$ cat src/common/jbst_defs.vh
`ifndef JBST_DEFS_VH
`define JBST_DEFS_VH

// ----------------------------------------
// Instruction register
// ----------------------------------------
`define JBST_IR_LEN        10
`define JBST_OP_SAMPLE     10'h005
`define JBST_OP_EXTEST     10'h00F
`define JBST_OP_BYPASS     10'h3FF
`define JBST_OP_USERCODE   10'h007
`define JBST_OP_IDCODE     10'h006
`define JBST_OP_HIGHZ      10'h00B
`define JBST_OP_CLAMP      10'h00A
`define JBST_OP_CHAIN_A    10'h00C
`define JBST_OP_CHAIN_B    10'h00E
`define JBST_OP_ISC_ENTER  10'h2CC
`define JBST_OP_ISC_EXIT   10'h201
`define JBST_IR_CAPTURE    10'h001

// ----------------------------------------
// Data registers
// ----------------------------------------
`define JBST_WORD_LEN      32
`define JBST_USERCODE_DFLT 32'hFFFF_FFFF
`define JBST_BSR_LEN       240
`define JBST_ID_VER_MSB    31
`define JBST_ID_VER_LSB    28
`define JBST_ID_PART_MSB   27
`define JBST_ID_PART_LSB   12
`define JBST_ID_MFR_MSB    11
`define JBST_ID_MFR_LSB    1
`define JBST_ID_LSB_VAL    1'b1

// ----------------------------------------
// Sampling and buffering
// ----------------------------------------
`define JBST_FIFO_DEPTH    8
`define JBST_FIFO_AW       3
`define JBST_FIFO_WIDTH    2

`endif

$ cat src/core/jbst_tap.v
`timescale 1ns/10ps
`include "jbst_defs.vh"

// ----------------------------------------
// Bit FIFO toward user logic
// ----------------------------------------
module jbst_fifo #(
  parameter WIDTH = `JBST_FIFO_WIDTH,
  parameter DEPTH = `JBST_FIFO_DEPTH,
  parameter AW    = `JBST_FIFO_AW
) (
  // Clock and reset
  input  wire             clk,
  input  wire             rst_n,
  // Fill side
  input  wire             in_valid,
  output wire             in_ready,
  input  wire [WIDTH-1:0] in_data,
  // Drain side
  output wire             out_valid,
  input  wire             out_ready,
  output wire [WIDTH-1:0] out_data
);
  reg [WIDTH-1:0] mem_r [0:DEPTH-1];
  reg [AW-1:0]    wr_ptr_r;
  reg [AW-1:0]    rd_ptr_r;
  reg [AW:0]      count_r;
  wire            push;
  wire            pop;

  assign in_ready  = (count_r != DEPTH[AW:0]);
  assign out_valid = (count_r != {(AW+1){1'b0}});
  assign out_data  = mem_r[rd_ptr_r];
  assign push      = in_valid & in_ready;
  assign pop       = out_valid & out_ready;

  always @(posedge clk) begin
    if (push) begin
      mem_r[wr_ptr_r] <= in_data;
    end
  end

  always @(posedge clk) begin
    if (!rst_n) begin
      wr_ptr_r <= {AW{1'b0}};
      rd_ptr_r <= {AW{1'b0}};
      count_r  <= {(AW+1){1'b0}};
    end else begin
      if (push) begin
        wr_ptr_r <= (wr_ptr_r == DEPTH[AW-1:0] - 1'b1) ? {AW{1'b0}} : wr_ptr_r + 1'b1;
      end
      if (pop) begin
        rd_ptr_r <= (rd_ptr_r == DEPTH[AW-1:0] - 1'b1) ? {AW{1'b0}} : rd_ptr_r + 1'b1;
      end
      if (push && !pop) begin
        count_r <= count_r + 1'b1;
      end else if (pop && !push) begin
        count_r <= count_r - 1'b1;
      end
    end
  end
endmodule // jbst_fifo

// ----------------------------------------
// Test access port
// ----------------------------------------
module jbst_tap #(
  parameter BSR_LEN  = `JBST_BSR_LEN,
  parameter NPIN     = BSR_LEN / 3,
  parameter [3:0]  ID_VERSION = 4'h0,
  // Arbitrary values, not any real part
  parameter [15:0] ID_PART    = 16'h1234,
  parameter [10:0] ID_MFR     = 11'h055
) (
  // Clock and reset
  input  wire            ref_clk,
  input  wire            rst_n,
  // Test port pins
  input  wire            tck,
  input  wire            tms,
  input  wire            tdi,
  output reg             tdo_r,
  output reg             tdo_oe_r,
  // Configuration
  input  wire [31:0]     usercode_cfg,
  input  wire            usercode_set,
  // Core and pad side
  input  wire [NPIN-1:0] pin_in,
  input  wire [NPIN-1:0] core_out,
  input  wire [NPIN-1:0] core_oe,
  output reg  [NPIN-1:0] pad_out_r,
  output reg  [NPIN-1:0] pad_oe_r,
  output reg             keeper_en_r,
  output reg             isc_mode_r,
  // User chain access
  output reg  [3:0]      user_state_r,
  output reg             user_sel_a_r,
  output reg             user_sel_b_r,
  output reg             user_tdi_r,
  output reg             user_capture_r,
  output reg             user_shift_r,
  output reg             user_update_r,
  input  wire            user_tdo_a,
  input  wire            user_tdo_b,
  // Shifted user bits, {chain_b, tdi}
  output wire            ubit_valid,
  input  wire            ubit_ready,
  output wire [1:0]      ubit_data
);
  localparam [3:0] S_EXIT2_DR = 4'h0, S_EXIT1_DR = 4'h1, S_SHIFT_DR = 4'h2;
  localparam [3:0] S_PAUSE_DR = 4'h3, S_SEL_IR   = 4'h4, S_UPD_DR   = 4'h5;
  localparam [3:0] S_CAP_DR   = 4'h6, S_SEL_DR   = 4'h7, S_EXIT2_IR = 4'h8;
  localparam [3:0] S_EXIT1_IR = 4'h9, S_SHIFT_IR = 4'hA, S_PAUSE_IR = 4'hB;
  localparam [3:0] S_IDLE     = 4'hC, S_UPD_IR   = 4'hD, S_CAP_IR   = 4'hE;
  localparam [3:0] S_RESET    = 4'hF;

  function [3:0] tap_next;
    input [3:0] st;
    input       m;
    begin
      case (st)
        S_RESET:    tap_next = m ? S_RESET    : S_IDLE;
        S_IDLE:     tap_next = m ? S_SEL_DR   : S_IDLE;
        S_SEL_DR:   tap_next = m ? S_SEL_IR   : S_CAP_DR;
        S_CAP_DR:   tap_next = m ? S_EXIT1_DR : S_SHIFT_DR;
        S_SHIFT_DR: tap_next = m ? S_EXIT1_DR : S_SHIFT_DR;
        S_EXIT1_DR: tap_next = m ? S_UPD_DR   : S_PAUSE_DR;
        S_PAUSE_DR: tap_next = m ? S_EXIT2_DR : S_PAUSE_DR;
        S_EXIT2_DR: tap_next = m ? S_UPD_DR   : S_SHIFT_DR;
        S_UPD_DR:   tap_next = m ? S_SEL_DR   : S_IDLE;
        S_SEL_IR:   tap_next = m ? S_RESET    : S_CAP_IR;
        S_CAP_IR:   tap_next = m ? S_EXIT1_IR : S_SHIFT_IR;
        S_SHIFT_IR: tap_next = m ? S_EXIT1_IR : S_SHIFT_IR;
        S_EXIT1_IR: tap_next = m ? S_UPD_IR   : S_PAUSE_IR;
        S_PAUSE_IR: tap_next = m ? S_EXIT2_IR : S_PAUSE_IR;
        S_EXIT2_IR: tap_next = m ? S_UPD_IR   : S_SHIFT_IR;
        S_UPD_IR:   tap_next = m ? S_SEL_DR   : S_IDLE;
        default:    tap_next = S_RESET;
      endcase
    end
  endfunction

  // ----------------------------------------
  // Pin synchronisers and edge detect
  // ----------------------------------------
  reg  [2:0]      tck_s_r;
  reg  [1:0]      tms_s_r;
  reg  [1:0]      tdi_s_r;
  reg  [NPIN-1:0] pin_m_r;
  reg  [NPIN-1:0] pin_s_r;
  reg             rise_pend_r;
  wire            tck_rise;
  wire            tck_fall;

  always @(posedge ref_clk) begin
    if (!rst_n) begin
      tck_s_r <= 3'h0;
      tms_s_r <= 2'h3;
      tdi_s_r <= 2'h0;
      pin_m_r <= {NPIN{1'b0}};
      pin_s_r <= {NPIN{1'b0}};
    end else begin
      tck_s_r <= {tck_s_r[1:0], tck};
      tms_s_r <= {tms_s_r[0], tms};
      tdi_s_r <= {tdi_s_r[0], tdi};
      pin_m_r <= pin_in;
      pin_s_r <= pin_m_r;
    end
  end

  assign tck_rise = tck_s_r[1] & ~tck_s_r[2];
  assign tck_fall = ~tck_s_r[1] & tck_s_r[2];

  // ----------------------------------------
  // Instruction decode
  // ----------------------------------------
  reg  [3:0]         state_r;
  reg  [9:0]         ir_sh_r;
  reg  [9:0]         ir_r;
  reg                byp_r;
  reg  [31:0]        word_r;
  reg  [BSR_LEN-1:0] bsr_r;
  reg  [BSR_LEN-1:0] upd_r;
  wire               sel_bsr;
  wire               sel_word;
  wire               sel_chain;
  wire               ir_known;
  wire               step;
  wire               ushift;
  wire               fifo_rdy;
  wire [3:0]         nxt;

  assign sel_bsr   = (ir_r == `JBST_OP_SAMPLE) | (ir_r == `JBST_OP_EXTEST);
  assign sel_word  = (ir_r == `JBST_OP_IDCODE) | (ir_r == `JBST_OP_USERCODE);
  assign sel_chain = (ir_r == `JBST_OP_CHAIN_A) | (ir_r == `JBST_OP_CHAIN_B);
  // unlisted codes fall back to bypass
  assign ir_known  = sel_bsr | sel_word | sel_chain;

  assign nxt    = tap_next(state_r, tms_s_r[1]);
  assign ushift = sel_chain & (state_r == S_SHIFT_DR);
  // A full FIFO delays the TCK rise; user logic must drain within a TCK period
  assign step   = (tck_rise | rise_pend_r) & ~(ushift & ~fifo_rdy);

  // ----------------------------------------
  // TCK rising edge: state and shift
  // ----------------------------------------
  integer i;
  always @(posedge ref_clk) begin
    if (!rst_n) begin
      rise_pend_r <= 1'b0;
      state_r     <= S_RESET;
      ir_sh_r     <= 10'h000;
      byp_r       <= 1'b0;
      word_r      <= 32'h0000_0000;
      bsr_r       <= {BSR_LEN{1'b0}};
    end else begin
      rise_pend_r <= (tck_rise | rise_pend_r) & ~step;
      if (step) begin
        state_r <= nxt;
        case (state_r)
          S_CAP_IR: begin
            ir_sh_r <= `JBST_IR_CAPTURE;
          end
          S_SHIFT_IR: begin
            ir_sh_r <= {tdi_s_r[1], ir_sh_r[9:1]};
          end
          S_CAP_DR: begin
            byp_r <= 1'b0;
            if (ir_r == `JBST_OP_IDCODE) begin
              word_r <= {ID_VERSION, ID_PART, ID_MFR, `JBST_ID_LSB_VAL};
            end else if (usercode_set) begin
              word_r <= usercode_cfg;
            end else begin
              word_r <= `JBST_USERCODE_DFLT;
            end
            if (sel_bsr) begin
              for (i = 0; i < NPIN; i = i + 1) begin
                bsr_r[3*i]   <= pin_s_r[i];
                bsr_r[3*i+1] <= core_out[i];
                bsr_r[3*i+2] <= core_oe[i];
              end
            end
          end
          S_SHIFT_DR: begin
            byp_r <= tdi_s_r[1];
            if (sel_word) begin
              word_r <= {tdi_s_r[1], word_r[31:1]};
            end
            if (sel_bsr) begin
              bsr_r <= {tdi_s_r[1], bsr_r[BSR_LEN-1:1]};
            end
          end
          default: begin
            byp_r <= byp_r;
          end
        endcase
      end
    end
  end

  // ----------------------------------------
  // TCK falling edge: updates and TDO
  // ----------------------------------------
  reg tdo_nxt;
  always @* begin
    tdo_nxt = byp_r;
    if (state_r == S_SHIFT_IR) begin
      tdo_nxt = ir_sh_r[0];
    end else if (sel_word) begin
      tdo_nxt = word_r[0];
    end else if (sel_bsr) begin
      tdo_nxt = bsr_r[0];
    end else if (ir_r == `JBST_OP_CHAIN_A) begin
      tdo_nxt = user_tdo_a;
    end else if (ir_r == `JBST_OP_CHAIN_B) begin
      tdo_nxt = user_tdo_b;
    end
  end

  always @(posedge ref_clk) begin
    if (!rst_n) begin
      ir_r       <= `JBST_OP_IDCODE;
      upd_r      <= {BSR_LEN{1'b0}};
      tdo_r      <= 1'b0;
      tdo_oe_r   <= 1'b0;
      isc_mode_r <= 1'b0;
    end else if (tck_fall) begin
      tdo_r    <= tdo_nxt;
      tdo_oe_r <= (state_r == S_SHIFT_IR) | (state_r == S_SHIFT_DR);
      if (state_r == S_RESET) begin
        ir_r       <= `JBST_OP_IDCODE;
        isc_mode_r <= 1'b0;
      end else if (state_r == S_UPD_IR) begin
        ir_r <= ir_sh_r;
        if (ir_sh_r == `JBST_OP_ISC_ENTER) begin
          isc_mode_r <= 1'b1;
        end else if (ir_sh_r == `JBST_OP_ISC_EXIT) begin
          isc_mode_r <= 1'b0;
        end
      end
      if (state_r == S_UPD_DR && sel_bsr) begin
        upd_r <= bsr_r;
      end
    end
  end

  // ----------------------------------------
  // Pad drive
  // ----------------------------------------
  genvar g;
  generate
    for (g = 0; g < NPIN; g = g + 1) begin : g_pad
      always @(posedge ref_clk) begin
        if (!rst_n) begin
          pad_out_r[g] <= 1'b0;
          pad_oe_r[g]  <= 1'b0;
        end else if ((ir_r == `JBST_OP_HIGHZ) || isc_mode_r) begin
          pad_out_r[g] <= 1'b0;
          pad_oe_r[g]  <= 1'b0;
        end else if ((ir_r == `JBST_OP_EXTEST) || (ir_r == `JBST_OP_CLAMP)) begin
          pad_out_r[g] <= upd_r[3*g+1];
          pad_oe_r[g]  <= upd_r[3*g+2];
        end else begin
          pad_out_r[g] <= core_out[g];
          pad_oe_r[g]  <= core_oe[g];
        end
      end
    end
  endgenerate

  always @(posedge ref_clk) begin
    if (!rst_n) begin
      keeper_en_r <= 1'b1;
    end else begin
      keeper_en_r <= 1'b1;
    end
  end

  // ----------------------------------------
  // User chain access
  // ----------------------------------------
  always @(posedge ref_clk) begin
    if (!rst_n) begin
      user_state_r   <= S_RESET;
      user_sel_a_r   <= 1'b0;
      user_sel_b_r   <= 1'b0;
      user_tdi_r     <= 1'b0;
      user_capture_r <= 1'b0;
      user_shift_r   <= 1'b0;
      user_update_r  <= 1'b0;
    end else begin
      user_state_r   <= state_r;
      user_sel_a_r   <= (ir_r == `JBST_OP_CHAIN_A);
      user_sel_b_r   <= (ir_r == `JBST_OP_CHAIN_B);
      user_tdi_r     <= tdi_s_r[1];
      // scan strobes go to user logic
      user_capture_r <= step & sel_chain & (state_r == S_CAP_DR);
      user_shift_r   <= step & ushift;
      user_update_r  <= tck_fall & sel_chain & (state_r == S_UPD_DR);
    end
  end

  jbst_fifo #(
    .WIDTH (`JBST_FIFO_WIDTH),
    .DEPTH (`JBST_FIFO_DEPTH),
    .AW    (`JBST_FIFO_AW)
  ) u_fifo (
    .clk       (ref_clk),
    .rst_n     (rst_n),
    .in_valid  (step & ushift),
    .in_ready  (fifo_rdy),
    .in_data   ({(ir_r == `JBST_OP_CHAIN_B), tdi_s_r[1]}),
    .out_valid (ubit_valid),
    .out_ready (ubit_ready),
    .out_data  (ubit_data)
  );

  // BSR_LEN per variant: 240, 480, 636, 816
  wire unused_ok = ir_known;
endmodule // jbst_tap

$ cat config.mk
export PLATFORM = sky130hd
export DESIGN_NAME = jbst_tap
export DESIGN_NICKNAME = d
export VERILOG_FILES = /design/src/core/jbst_tap.v
export VERILOG_INCLUDE_DIRS = /design/src /design/src/common
export SDC_FILE = /design/constraint.sdc
export NUM_CORES = 2
export LEC_CHECK = 0
export BUFFER_PORTS_ARGS = -buffer_cell sky130_fd_sc_hd__buf_2
export CAP_MARGIN = 40
export CELL_PAD_IN_SITES_DETAIL_PLACEMENT = 1
export CELL_PAD_IN_SITES_GLOBAL_PLACEMENT = 2
export CORE_MARGIN = 5
export CORE_UTILIZATION = 30
export DETAILED_ROUTE_END_ITERATION = 10
export MAX_ROUTING_LAYER = met4
export PLACE_DENSITY = 0.67
export SYNTH_ARGS = -nofsm -noshare
export SYNTH_HDL_FRONTEND = slang
export SYNTH_HIERARCHICAL = 1
export SYNTH_SLANG_ARGS = --single-unit
$ cat constraint.sdc
create_clock -name ref_clk -period 3.5 [get_ports ref_clk]
set_clock_uncertainty 0.1 [all_clocks]
set_input_delay 0.7 -clock ref_clk [delete_from_list [all_inputs] [get_ports ref_clk]]
set_output_delay 0.7 -clock ref_clk [all_outputs]
set_load 0.01 [all_outputs]
==> flow_summary.ini <==
[outcome]
status = complete, no violations

[logic_synthesis]
ys_warn_count = 6
synth_nets = 3844
synth.most_common_cell = nand2_1
synth-async-reset-ratio_pct = 0
synth_top_area_cell = dfxtp_1
netlist_top_cells_count = nand2_1 (1151), dfxtp_1 (811), nand3_1 (276), o211a_1 (240), a21oi_1 (200)
synth_ff_type = dfxtp_1
synthTopCellsByArea = dfxtp_1 (52%), nand2_1 (14%), o211a_1 (7.7%)
syn_area_um2 = 31200
synth-edff-count = 16
ys_ff_latch = 827
netlist_instances = 3555
synth_top_area_share_pct = 52.04
avgSynthCellArea_um2 = 8.776
yosysSeqAreaShare_pct = 53.58
synth_cell_types = 67

[clock_tree]
insertion_delay_ns = 0.68
cts_hold_buf = 0
root_buffer = clkbuf_16
post-cts-setup-buffer-count = 0
clock-sinks = 827
cts_inserted_buffers = 96
cts_tree = done
path_clk_slew_ns = 0.06
htree_levels = 3
max-clock-path-buffers = 3
cts_resized = 0

[power]
power_mw = 21.18
p_switching_mw = 4.741
clkPwrFrac_pct = 50.1
p_int_mw = 16.44
peakVddDrop_mv = 0.4075
p_comb_share_pct = 4.0
swShare_pct = 22.38
seqPwrFrac_pct = 45.8
cellPowerDensity_nw_per_um2 = 558.9
leakage_nw = 17.75

[worst_setup_path]
cp-start-kind = flip-flop
r2r-start = u_fifo/count_r[1]
critical_path_depth = 13
cp_max_fo = 9
cp_slowest_cell = or4b_4
max_stage_delay_ns = 0.62
path_buf_inv = 2
worstSetupEndpointType = flip-flop
crit_path_start = u_fifo/count_r[1]
crit_family = simple AND/OR/NAND/NOR gates
arrival_ns = 3.80
r2r_cells = 13
r2r_end = u_fifo/count_r[3]
ff2ff_setup_slack_ns = 0.19
criticalPathCategory = flip-flop to flip-flop
endpoint = u_fifo/count_r[3]
path_cells = or4b_4, nor2_4, a21oi_1, and3_1, nand2_4, inv_2, ha_1, inv_1, ha_1, a21oi_1, a211oi_1, a31oi_1, mux2i_1
crit_required_ns = 3.99

[floorplan]
dieArea_um2 = 110500
core_area_um2 = 103300
num_rows = 118
initial_core_util_pct = 30.19
ios = 458
die_y_um = 332.5
fp.dieW_um = 332.5

[sta]
fmax_mhz = 302.2
tns_ns = 0
worst_slew_pin_slew_ns = 1.098
relSlewSlack_pct = 26.79
rsz0062_at_grt = false
hold_viol = 0
maxSlewViolCount = 0
finalCritPeriodShare_pct = 94.56
timing.final.crit_period_ns = 3.310
setup_violations = 0

[placement]
place_hpwl_um = 60560
portBuffers = 456
place_congestion = 0.7663

[drt]
wl_um = 99490
wl_per_cell_um = 18.67
ant_nets = 0
drt_iter0_drc = 1293
firstDrtPassIters = 5
post-route-drc-count = 0
num_vias = 25480
viasPerCell = 4.782

[cells_and_area]
drive_above_1_share_pct = 17.47
synthToLayoutAreaGrowth_pct = 21.50
n_fill_cell = 12090
seqCellArea_um2 = 16720
multi_input_area_um2 = 13110
final_nets = 4147
final_core_util_pct = 36.68

[worst_hold_path]
hold_class = input pin to flip-flop

[global_routing]
grt_pass1_vias = 26550
top_usage_layer = met2
grt_util_all_layers_pct = 17.86
met2_usage_pct = 29.41
grt.met1_usage_pct = 22.65
overflow = 0
antenna_found_initial = 12
grt_max_degree = 206
grt_use_met3_pct = 3.517
grt_pass1_wl_um = 155000

[flow_run]
maxCapViolations = 0
cells in the final DEF, fill, tap and decap left out, types with 7 or more instances in the layout:
cell,n
a21boi_0,61
inv_1,8
nand2b_1,11
o221ai_1,10
clkinv_2,16
clkbuf_16,97
buf_12,21
nor3b_1,10
bufinv_16,12
nor3_1,8
nand2_1,1151
dfxtp_1,811
o21ai_0,29
o211a_1,240
clkbuf_1,20
a31oi_1,25
nor2b_1,16
a21oi_1,200
diode_2,10
ha_1,7
o21ai_1,10
nand3_1,276
buf_4,21
a21boi_1,103
and2_1,172
nor2_1,15
clkbuf_8,22
edfxtp_1,16
buf_2,455
worst min-delay path by stage:
stage                     startpoint           to  slack, ns  cells past startpoint
after floorplan           tms_s_r[0]   tms_s_r[1]       0.29                      1
final                     pin_in[41]  pin_m_r[41]       0.13                      2
after global placement    tms_s_r[0]   tms_s_r[1]       0.30                      1
after CTS                 pin_in[41]  pin_m_r[41]       0.07                      2
after detailed placement  tms_s_r[0]   tms_s_r[1]       0.30                      1
after global routing      pin_in[41]  pin_m_r[41]       0.09                      2
per-stage QoR:
| step | cell area (µm²) | setup slack, ns | cells | hold slack (ns) |
|---|---|---|---|---|
| 2_1_floorplan | 31200 | 0.3245 | 3555 | 0.2863 |
| 3_3_place_gp | 34460 | 0.2847 | 5138 | 0.2974 |
| 3_5_place_dp | 34520 | 0.2550 | 5140 | 0.3018 |
| 4_1_cts | 37880 | 0.2102 | 5318 | 0.06577 |
| 5_1_grt | 37900 | 0.01852 | 5325 | 0.09150 |
| 6_report | 37910 | 0.1904 | 5328 | 0.1276 |
flip-flops by register name, indices dropped and copies added (netlist names), 4 cells and up, named ones only:
name / cells
u_fifo/mem_r: 16
pad_oe_r: 80
ir_sh_r: 10
upd_r: 160
pin_m_r: 80
word_r: 32
state_r: 4
user_state_r: 4
bsr_r: 240
pad_out_r: 80
u_fifo/count_r: 4
pin_s_r: 80
ir_r: 10
layer usage:
metal	vias to the layer above	share of wire (%)
met5	-	0
met4	0	1.9
met3	122	4.7
met2	418	47
met1	12380	46
li1	12560	-
power groups by stage:
| stage | Sequential [mW] | Combinational, mW | Clock (mW) |
|---|---|---|---|
| after floorplan | 9.93 | 0.360 | 0 |
| after global placement | 9.91 | 0.873 | 0 |
| after detailed placement | 9.91 | 0.874 | 0 |
| after CTS | 9.71 | 0.881 | 11.0 |
| after global routing | 9.72 | 0.950 | 11.4 |
| final | 9.70 | 0.856 | 10.6 |
layout make-up:
cell class                      count  area share [%]
Sequential cell                   827           44.10
Multi-Input combinational cell   2424           34.60
Timing Repair Buffer              500           7.717
Clock buffer                      139           7.400
Tap cell                         1380           4.555
Clock inverter                     39           1.479
Inverter                            9         0.08912
Antenna cell                       10         0.06602
logic make-up (layout without fill, tap and decap cells):
| group | count (synthesis) | in the layout | share of synthesized area [%] |
|---|---|---|---|
| and+or+nand+nor | 1692 | 1692 | 23.69 |
| adders and majority gates | 8 | 8 | 0.3449 |
| buffers and inverters | 304 | 687 | 4.544 |
| xor gates and xnor gates | 5 | 5 | 0.1404 |
| other | 1 | 11 | 0.01202 |
| DFF | 827 | 827 | 53.58 |
| muxes | 12 | 12 | 0.5615 |
| AOI/OAI and AO/OA | 706 | 706 | 17.13 |
Power figures use the tool's default switching activity.
